==> config.mk <==
export PLATFORM = sky130hd
export DESIGN_NAME = timer_reload_and_event_source
export DESIGN_NICKNAME = d
export VERILOG_FILES = /design/src/timer_pkg.sv /design/src/timer_reload_and_event_source.sv /design/src/timer_channel.sv
export SDC_FILE = /design/constraint.sdc
export NUM_CORES = 1
export LEC_CHECK = 0
export ABC_AREA = 1
export ABC_CLOCK_PERIOD_IN_PS = 3200
export BUFFER_PORTS_ARGS = -buffer_cell sky130_fd_sc_hd__buf_4
export CORE_MARGIN = 2
export CORE_UTILIZATION = 50
export CTS_CLUSTER_SIZE = 40
export DETAILED_ROUTE_END_ITERATION = 16
export PLACE_DENSITY = 0.68
export SLEW_MARGIN = 20
export SYNTH_ARGS = -nofsm -noshare
export SYNTH_HDL_FRONTEND = slang
export SYNTH_HIERARCHICAL = 1
export SYNTH_SLANG_ARGS = --single-unit
==> constraint.sdc <==
create_clock -name pclk -period 3.2 [get_ports pclk]
set_clock_uncertainty 0.2 [all_clocks]
set_input_delay 0.16 -clock pclk [delete_from_list [all_inputs] [get_ports pclk]]
set_output_delay 0.16 -clock pclk [all_outputs]
set_load 0.05 [all_outputs]
==> src/timer_pkg.sv <==
// Constants, register indices and control field layout for the six reload timers.
// Assumes a 32-bit APB master and a 200 MHz pclk; every register index is one word.
package timer_pkg;
    localparam int NUM_TIMERS = 6;
    localparam int NUM_SEL_TIMERS = 4;
    localparam int CLK_MHZ = 200;
    localparam int CNT_W = 16;

    // Word index of each register; the byte address is four times the index
    localparam int IDX_W = 10;
    localparam logic [NUM_TIMERS-1:0][IDX_W-1:0] CTL_IDX =
        {10'h08f, 10'h08c, 10'h089, 10'h086, 10'h083, 10'h080};
    localparam logic [NUM_TIMERS-1:0][IDX_W-1:0] RELOAD_LOW_IDX =
        {10'h090, 10'h08d, 10'h08a, 10'h087, 10'h084, 10'h081};
    localparam logic [NUM_TIMERS-1:0][IDX_W-1:0] RELOAD_HIGH_IDX =
        {10'h091, 10'h08e, 10'h08b, 10'h088, 10'h085, 10'h082};
    localparam logic [IDX_W-1:0] SOURCE_SELECT_IDX = 10'h092;
    localparam int ADDR_LSB = 2;

    // Timer control register layout
    localparam int CTL_W = 5;
    localparam int CTL_RUN_BIT = 0;
    localparam int CTL_RESTART_BIT = 1;
    localparam int CTL_DIV_LSB = 2;
    localparam int CTL_DIV_W = 2;
    localparam int CTL_CONT_BIT = 4;
    localparam logic [CTL_W-1:0] CTL_RESET = 5'h00;

    localparam logic [CNT_W-1:0] RELOAD_RESET = 16'h0000;
    localparam logic [7:0] SOURCE_SELECT_RESET = 8'h00;

    // Source-select codes; both 10 and 11 pick the port pin
    localparam int SRC_W = 2;
    localparam logic [SRC_W-1:0] SRC_SYSDIV = 2'b00;
    localparam logic [SRC_W-1:0] SRC_RTC = 2'b01;

    // Divider settings 0..3 give divide by 4, 16, 64 and 256
    localparam int NUM_DIV = 4;
    localparam int PRESCALE_W = 8;
endpackage : timer_pkg

==> src/timer_reload_and_event_source.sv <==
// APB register file, clock prescaler and six reload timers.
// Assumes pready-driven APB master, asynchronous port pins and a synchronous RTC source level.
//
// Our own choice: the APB slave port.
`timescale 1ns/1ps
`default_nettype none
module timer_reload_and_event_source
    import timer_pkg::*;
(
    input wire logic pclk,
    input wire logic presetn,
    input wire logic psel,
    input wire logic penable,
    input wire logic pwrite,
    input wire logic [11:0] paddr,
    input wire logic [31:0] pwdata,
    output logic [31:0] prdata,
    output logic pready,
    output logic pslverr,
    input wire logic port_b_pin0,
    input wire logic port_b_pin1,
    input wire logic rtc_source,
    output logic [timer_pkg::NUM_TIMERS-1:0] end_of_count
);
    import timer_pkg::*;

    typedef struct packed {
        logic [NUM_TIMERS-1:0][CNT_W-1:0] reload;
        logic [NUM_TIMERS-1:0][CTL_W-1:0] ctl;
        logic [NUM_TIMERS-1:0][7:0] high_latch;
        logic [7:0] source_select;
        logic [7:0] snap_high;
        logic [31:0] prdata;
        logic slverr;
        logic [PRESCALE_W-1:0] prescale;
        logic rtc_d;
    } regs_state_s;

    regs_state_s s_r;
    regs_state_s s_nxt;
    logic [NUM_TIMERS-1:0][CNT_W-1:0] count;
    logic [NUM_TIMERS-1:0] load_req;
    logic [NUM_DIV-1:0] div_tick;
    logic [IDX_W-1:0] idx;
    logic setup;
    logic access;
    logic hit;
    logic [31:0] rd;
    logic rtc_edge;

    assign idx = paddr[ADDR_LSB+IDX_W-1:ADDR_LSB];
    assign setup = psel & ~penable;
    assign access = psel & penable;
    assign rtc_edge = rtc_source & ~s_r.rtc_d;

    genvar d;
    generate
        for (d = 0; d < NUM_DIV; d++) begin : g_div
            assign div_tick[d] = &s_r.prescale[2*d+1:0];
        end
    endgenerate

    always_comb begin
        s_nxt = s_r;
        hit = 1'b0;
        rd = 32'h0000_0000;
        s_nxt.prescale = s_r.prescale + 8'h01;
        s_nxt.rtc_d = rtc_source;
        for (int t = 0; t < NUM_TIMERS; t++) begin
            if (idx == CTL_IDX[t]) begin
                hit = 1'b1;
                rd = 32'(s_r.ctl[t]);
            end
            if (idx == RELOAD_LOW_IDX[t]) begin
                hit = 1'b1;
                rd = 32'(count[t][7:0]);
            end
            if (idx == RELOAD_HIGH_IDX[t]) begin
                hit = 1'b1;
                rd = 32'(s_r.high_latch[t]);
            end
            // Restart is one-shot; it clears once the load has happened
            if (load_req[t]) begin
                s_nxt.ctl[t][CTL_RESTART_BIT] = 1'b0;
            end
        end
        if (idx == SOURCE_SELECT_IDX) begin
            hit = 1'b1;
            rd = 32'(s_r.source_select);
        end
        if (setup) begin
            s_nxt.prdata = pwrite ? 32'h0000_0000 : rd;
            s_nxt.slverr = ~hit;
            // Snapshot taken with the low byte so both halves come from one count value
            for (int t = 0; t < NUM_TIMERS; t++) begin
                if (idx == RELOAD_LOW_IDX[t]) begin
                    s_nxt.snap_high = count[t][15:8];
                end
            end
        end
        if (access && !s_r.slverr) begin
            for (int t = 0; t < NUM_TIMERS; t++) begin
                if (pwrite && idx == CTL_IDX[t]) begin
                    s_nxt.ctl[t] = pwdata[CTL_W-1:0];
                    // A new restart request beats the clear of the previous one
                    s_nxt.ctl[t][CTL_RESTART_BIT] = pwdata[CTL_RESTART_BIT]
                        | (s_r.ctl[t][CTL_RESTART_BIT] & ~load_req[t]);
                end
                if (pwrite && idx == RELOAD_LOW_IDX[t]) begin
                    s_nxt.reload[t][7:0] = pwdata[7:0];
                end
                if (pwrite && idx == RELOAD_HIGH_IDX[t]) begin
                    s_nxt.reload[t][15:8] = pwdata[7:0];
                end
                if (!pwrite && idx == RELOAD_LOW_IDX[t]) begin
                    s_nxt.high_latch[t] = s_r.snap_high;
                end
            end
            if (pwrite && idx == SOURCE_SELECT_IDX) begin
                s_nxt.source_select = pwdata[7:0];
            end
        end
    end

    always_ff @(posedge pclk or negedge presetn) begin
        if (!presetn) begin
            s_r <= '0;
            s_r.reload <= {NUM_TIMERS{RELOAD_RESET}};
            s_r.ctl <= {NUM_TIMERS{CTL_RESET}};
            s_r.source_select <= SOURCE_SELECT_RESET;
        end else begin
            s_r <= s_nxt;
        end
    end

    genvar t;
    generate
        for (t = 0; t < NUM_TIMERS; t++) begin : g_timer
            logic [SRC_W-1:0] src;
            logic pin;
            if (t < NUM_SEL_TIMERS) begin : g_sel
                assign src = s_r.source_select[2*t+1:2*t];
            end else begin : g_fixed
                assign src = SRC_SYSDIV;
            end
            // Even timers watch pin 0, odd timers pin 1
            assign pin = (t % 2 == 0) ? port_b_pin0 : port_b_pin1;
            assign load_req[t] = s_r.ctl[t][CTL_RESTART_BIT];
            timer_channel u_chan (
                .pclk(pclk),
                .presetn(presetn),
                .div_tick(div_tick[s_r.ctl[t][CTL_DIV_LSB+CTL_DIV_W-1:CTL_DIV_LSB]]),
                .rtc_edge(rtc_edge),
                .event_pin(pin),
                .source_sel(src),
                .run_enable(s_r.ctl[t][CTL_RUN_BIT]),
                .continuous(s_r.ctl[t][CTL_CONT_BIT]),
                .load_req(load_req[t]),
                .reload_value(s_r.reload[t]),
                .count(count[t]),
                .end_of_count(end_of_count[t])
            );
        end
    endgenerate

    assign prdata = s_r.prdata;
    assign pready = 1'b1;
    assign pslverr = access & s_r.slverr;
endmodule : timer_reload_and_event_source
`default_nettype wire

==> src/timer_channel.sv <==
// One 16-bit reload down-counter with its source selection and pin event path.
// Assumes the divided-clock tick and the real-time clock edge arrive as one-cycle pulses.
`timescale 1ns/1ps
`default_nettype none
module timer_channel
    import timer_pkg::*;
(
    input wire logic pclk,
    input wire logic presetn,
    input wire logic div_tick,
    input wire logic rtc_edge,
    input wire logic event_pin,
    input wire logic [timer_pkg::SRC_W-1:0] source_sel,
    input wire logic run_enable,
    input wire logic continuous,
    input wire logic load_req,
    input wire logic [timer_pkg::CNT_W-1:0] reload_value,
    output logic [timer_pkg::CNT_W-1:0] count,
    output logic end_of_count
);
    import timer_pkg::*;

    typedef struct packed {
        logic sync1;
        logic sync2;
        logic sync3;
        logic ev1;
        logic ev2;
        logic eoc;
        logic [CNT_W-1:0] count;
    } chan_state_s;

    chan_state_s s_r;
    chan_state_s s_nxt;
    logic tick;

    always_comb begin
        s_nxt = s_r;
        s_nxt.eoc = 1'b0;
        // Pin rises before edge 1; sync at 1 and 2, edge seen at 3, ev2 at 4, count at 5
        s_nxt.sync1 = event_pin;
        s_nxt.sync2 = s_r.sync1;
        s_nxt.sync3 = s_r.sync2;
        s_nxt.ev1 = s_r.sync2 & ~s_r.sync3;
        s_nxt.ev2 = s_r.ev1;
        if (source_sel == SRC_SYSDIV) begin
            tick = div_tick;
        end else if (source_sel == SRC_RTC) begin
            tick = rtc_edge;
        end else begin
            tick = s_r.ev2;
        end
        tick = tick & run_enable;
        if (load_req) begin
            s_nxt.count = reload_value;
        end else if (tick) begin
            if (s_r.count <= 16'h0001) begin
                s_nxt.eoc = continuous | s_r.count[0];
                // Single-pass parks at zero until software restarts it
                s_nxt.count = continuous ? reload_value : 16'h0000;
            end else begin
                s_nxt.count = s_r.count - 16'h0001;
            end
        end
    end

    always_ff @(posedge pclk or negedge presetn) begin
        if (!presetn) begin
            s_r <= '0;
        end else begin
            s_r <= s_nxt;
        end
    end

    assign count = s_r.count;
    assign end_of_count = s_r.eoc;
endmodule : timer_channel
`default_nettype wire

== After elaboration in Yosys (flattened, before gate mapping) ==
Cells that the tools add are included.
Operators by class
  add/sub/neg operators: 7
  $lt $le $gt $ge: 12
  eq/ne operators: 23
  multiplexer cells: 115
  bitwise gates (word level): 23
  reductions and logical operators: 69
Operators with widths (count)
  32-bit 2-to-1 mux: 13
  16-bit 2-to-1 mux: 18
  10-bit by 8-bit == test with 1-bit output, second input constant: 19
  8-bit 2-to-1 mux: 19
  17-bit 2-to-1 mux: 6
  16-bit by 1-bit less-or-equal comparator with 1-bit output, second input constant: 6
  16-bit by 1-bit subtractor with 16-bit output, second input constant: 6
  83-bit 2-to-1 mux: 1
  2-bit AND reduction: 27
  1-bit 2-to-1 mux: 45
  5-bit 2-to-1 mux: 6
  1-bit logical AND: 26
  2-bit by 3-bit less-than comparator with 1-bit output, second input constant: 6
  1-bit bitwise AND: 12
  1-bit binary-select mux with 2-bit select: 6
  2-bit nonzero test: 6
  8-bit by 1-bit adder with 8-bit output, second input constant: 1
  2-bit by 1-bit == test with 1-bit output, second input constant: 4
  2-bit logical NOT: 4
  8-bit AND reduction: 1
  1-bit OR: 6
  6-bit AND reduction: 1
  6-bit nonzero test: 1
  1-bit NOT: 5
  other kinds (3): 4
Word-level totals
  bits in registers: 344
  input port bits: 52
  output and inout port bits: 40
  logic and storage cells: 307

== Longest topological paths before layout ==
  word-level depth: 21
  gate-level depth with buffers: 22
  gate-level depth less buffers: 22

== Hierarchy ==
Netlist, hierarchy kept.
By module, submodules not included
  timer_channel: times used 6, cells each 284, area an instance 2008.2 um2, sequential area each 550.5 um2
  timer_reload_and_event_source: times used 1, cells each 1169, area an instance 9897.0 um2, sequential area each 5205.0 um2

== Least setup slack after synthesis ==
No wires, ideal clock.
  path type: register -> register
  start point: register s_r[1] (netlist name)
  end point: register g_timer[0].u_chan.s_r, in the netlist g_timer[0].u_chan/count[10]
  library setup time: 0.065 ns
  arrival: 2.331 ns
  slack: 0.604 ns
  cell stages (with the launch flop): 14
  path buffers: 2
  path through: dfrtp_1 > ha_1 > clkbuf_1 > nand3_1 > nor2_1 > o21ai_0 > a22oi_1 > inv_1 > o211ai_2 > nand3_2 > inv_2 > buf_4 > nand3_1 > nand2_1
Between the ends
  longest elaborated chain between the ends: 6
  elaborated cells on any way between the ends: 9
  those cells by class: mux: 3; bitwise: 1; reduce/logical: 5
Ends and longest elaborated chain
  from (decl): line timer_reload_and_event_source.sv:39  | regs_state_s s_r;
  from (signal assigned): line timer_reload_and_event_source.sv:132  | s_r <= s_nxt;
  8-bit AND reduction, or another cell as far along: line timer_reload_and_event_source.sv:59  | assign div_tick[d] = &s_r.prescale[2*d+1:0];
  1-bit binary-select mux with 2-bit select (*): line timer_reload_and_event_source.sv:152  | .div_tick(div_tick[s_r.ctl[t][CTL_DIV_LSB+CTL_DIV_W-1:CTL_DIV_LSB]]),
  1-bit 2-to-1 mux (not written as such) (*): line timer_reload_and_event_source.sv:152
  1-bit 2-to-1 mux (*): line timer_channel.sv:46  | if (source_sel == SRC_SYSDIV) begin
  1-bit bitwise AND (*): line timer_channel.sv:53  | tick = tick & run_enable;
  2-bit nonzero test (no source line) (*)
  to (signal assigned): line timer_channel.sv:71  | s_r <= s_nxt;
  to (decl): line timer_channel.sv:33  | chan_state_s s_r;
Every way passes the cells marked *; elsewhere a longest branch is shown, timed or not. The select of a mux whose other input is x is not followed.
A chain may end at the register's enable or synchronous reset.

== Worst setup path after layout ==
  start point: register s_r[1] (netlist name)
  end point: register g_timer[3].u_chan.s_r, in the netlist g_timer[3].u_chan/count[10]
Between the ends
  longest elaborated chain between the ends: 6
  elaborated cells on any way between the ends: 9
  those cells by class: mux: 3; bitwise: 1; reduce/logical: 5
Ends and longest elaborated chain (line)
  8-bit AND reduction, or another cell as far along: timer_reload_and_event_source.sv:59
  1-bit binary-select mux with 2-bit select (*): timer_reload_and_event_source.sv:152
  1-bit 2-to-1 mux (not written as such) (*): timer_reload_and_event_source.sv:152
  1-bit 2-to-1 mux (*): timer_channel.sv:46
  1-bit bitwise AND (*): timer_channel.sv:53
  2-bit nonzero test (no source line) (*)
  to (signal assigned): timer_channel.sv:71
  to (decl): timer_channel.sv:33
Marked as above.

==> qor.csv <==
metric;value;unit
path_class;reg -> reg;
tritoncts_clock_tree;built;
max-vdd-ir-drop;487;uV
grt_pass1_wl;101000;um
portBuffers;40;
drive_gt1_frac;0.180;
finalNetCount;2884;
total_routed_length;63700;um
maximum_number_of_pins_on_one_net_before_global_route_repair;83;
slew_headroom;0.255;
max_slew_violation_count;0;
core_region_area;43200;um2
leakage;0.0112;uW
longest_clk_path_bufs;3;
setup.worst_path.start_class;flip-flop;
final_min_period_over_clock_period;0.922;
post_synth_main_area_contributors;sky130_fd_sc_hd__dfrtp_1 39%, sky130_fd_sc_hd__nand2_1 14%, sky130_fd_sc_hd__nand3_1 5.8%;
tritoncts.num_buffers;39;
diodes_inserted;0;
route.detailed.drc;0;
worstMarginPinSlew;1.12;ns
critical_path_cell_by_cell;ha_1 > nand3_1 > nor2_1 > buf_4 > o21ai_0 > a22oi_1 > inv_1 > o211ai_2 > nand3_2 > inv_2 > nand3_1 > nand2_1;
global_route.overflow_total;0;
start_util;0.508;
placement.cell_area;21900;um2
wp_data_arrival;3.24;ns
worst_path_largest_cell_delay;0.46;ns
whs;0.0428;ns
detail_route.first_pass.iterations;6;
groute.usage.overall;0.286;
yosys_register_bits;340;
regToRegSetupSlack;0.25;ns
via_count;18800;
cp_common_cell;sky130_fd_sc_hd__nand3_1;
antenna_found_initial;0;
first_global_vias;18100;
yosys.area.top_type_share;0.388;
stdcell_area;23400;um2
post_drt_wl_per_cell;18.5;um
drv.max_cap_violation_count;0;
critPathCaptureType;flip-flop;
crit_path_max_fanout;16;
die_y;214;um
post-synth-top-area-cell;sky130_fd_sc_hd__dfrtp_1;
crit_required;3.49;ns
power_per_cell_area;404;nW/um2
setup_total_negative_slack;0;ns
syn_avg_cell_area;7.64;um2
via_per_inst;5.49;
final-setup-viol-count;0;
post-dp-hpwl;43900;um
part_of_the_yosys_area_used_for_sequential_elements;0.388;
post_synth_inst_count;2873;
yosys_warnings;6;
floorplan.die.width;214;um
finalWorstPathRequiredPeriod;2.95;ns
cts_root_buffer;sky130_fd_sc_hd__clkbuf_16;
initialDrtViolationCount;1776;
worst_setup_hold_path_clk_slew;0.06;ns
clock_sink_count;340;
outcome;finished, final reports clean;
yosysUniqueCellTypes;56;
htree_num_levels;2;
postRouteAntennaNets;0;
core.rowCount;76;
critical_path.slowest_cell;sky130_fd_sc_hd__ha_1;
floorplan.die_area;45600;um2
fmax;339;MHz
num_ports;92;
min-delay-path-class;in -> reg;
place.gp.congestion;0.992;
worst_skew_pair.late_latency;0.58;ns
rsz0062_at_grt;no;
areaGrowthSynthToFinish;6.41;%
synth.cell_area;21900;um2
hold_viol_final;0;
[critical path: cells and delay by family, from the launching register on]
family | cells | cell delay, ns
fa+ha+maj | 1 | 0.46
compound gates | 3 | 0.58
simple gates | 5 | 0.64
flops | 1 | 0.39
buf+inv | 3 | 0.58
[state kept, by name, summed over array words and instances, names as in the netlist]
signal and flops:
g_timer.u_chan/s_r 12, g_timer.src 8, load_req 6, g_timer.u_chan/count 96, g_timer.u_chan/end_of_count 6, g_timer.u_chan/s_nxt 18
prdata 8, s_r 186
[layout make-up]
class	count	area, um2
Clock buffer	51	1070
Clock inverter	20	204
Fill cell	4051	19800
Inverter	313	1180
Multi-Input combinational cell	2038	10900
Sequential cell	340	8510
Tap cell	585	732
Timing Repair Buffer	87	741
[cell usage in the layout, fill, tap and decap left out, types with 37 or more instances in the layout]
cell type / synthesis / routed
sky130_fd_sc_hd__nand2_1: 817 / 817
sky130_fd_sc_hd__dfrtp_1: 340 / 340
sky130_fd_sc_hd__inv_1: 274 / 274
sky130_fd_sc_hd__nand3_1: 256 / 256
sky130_fd_sc_hd__o21ai_0: 248 / 248
sky130_fd_sc_hd__nor2_1: 146 / 146
sky130_fd_sc_hd__nand3_2: 91 / 91
sky130_fd_sc_hd__nand2_2: 73 / 73
sky130_fd_sc_hd__buf_4: 142 / 66
sky130_fd_sc_hd__a21oi_1: 51 / 51
sky130_fd_sc_hd__nor2_4: 49 / 49
sky130_fd_sc_hd__nor2_2: 41 / 41
sky130_fd_sc_hd__clkbuf_16: 0 / 39
sky130_fd_sc_hd__nand2_4: 37 / 37
[worst paths after layout]
path	from	to	depth (start not counted)
max	s_r[1]$_DFF_PN0_	g_timer[3].u_chan/count[10]$_DFFE_PN0P_	12
min	psel	prdata[0]$_DFFE_PN0P_	6
max reg2reg	s_r[1]$_DFF_PN0_	g_timer[3].u_chan/count[10]$_DFFE_PN0P_	12
min reg2reg	g_timer[3].u_chan/s_nxt[17]$_DFF_PN0_	g_timer[3].u_chan/s_r[17]$_DFF_PN0_	0
max in group asynchronous	presetn	g_timer[2].u_chan/count[14]$_DFFE_PN0P_	4
min in group asynchronous	presetn	g_timer[1].u_chan/end_of_count$_DFF_PN0_	3
[cell families after synthesis]
logic type | Yosys count | synth area share
adder cells (fa/ha/maj) | 13 | 0.00741
other | 2 | 0.000342
AND/OR/NAND/NOR | 1590 | 0.375
AO/OA/AOI/OAI | 368 | 0.0945
buffers and inverters | 524 | 0.120
XOR/XNOR | 24 | 0.00958
flip-flops | 340 | 0.388
multiplexers | 12 | 0.00547
[metal layers]
layer,vias up,wire (um),global-route usage
met5,-,0,0
met4,0,2680,0.127
met3,141,4930,0.0409
met2,748,28000,0.442
met1,9024,28000,0.402
li1,8931,-,-
[power breakdown]
| part | switching (uW) | internal (uW) |
|---|---|---|
| clock network | 1950 | 2550 |
| registers | 79.4 | 4360 |
| logic | 378 | 118 |
[timing repair]
action,in CTS,in global routing
endpoints found under the hold margin,323,0
gates resized for setup,0,0
hold buffers,17,0
setup endpoints to repair,0,0
setup buffers,0,0
[cell usage after synthesis, drive strengths merged]
master and n:
nand2 933, nor3 21, nand4 14, o221a 2
mux2i 12, o31ai 1, o41ai 1, a22o 1
clkbuf 40, a21oi 51, a211oi 4, and3 1
a32oi 1, o211ai 17, ha 13, a32o 1
or2 18, buf 171, xnor2 3, o21a 6
nor4 5, inv 306, o21ai 262, nand3b 1
and2 6, a221oi 2, a22oi 8, clkinv 7
nor2 244, o22ai 5, xor2 21, dfrtp 340
conb 2, nand3 347, a31oi 2, o2111ai 4
[stage by stage]
stage / setup WS, ns / util / std cells / power (uW)
3_5_place_dp: 0.356 / 0.507 / 3346 / 4990
4_1_cts: 0.324 / 0.541 / 3434 / 9510
2_1_floorplan: 0.604 / - / 2902 / 4790
5_1_grt: 0.0103 / 0.541 / 3434 / 9730
3_3_place_gp: 0.439 / 0.507 / 3346 / 4980
6_report: 0.249 / 0.541 / 3434 / 9440
Power figures use the tool's default switching activity.
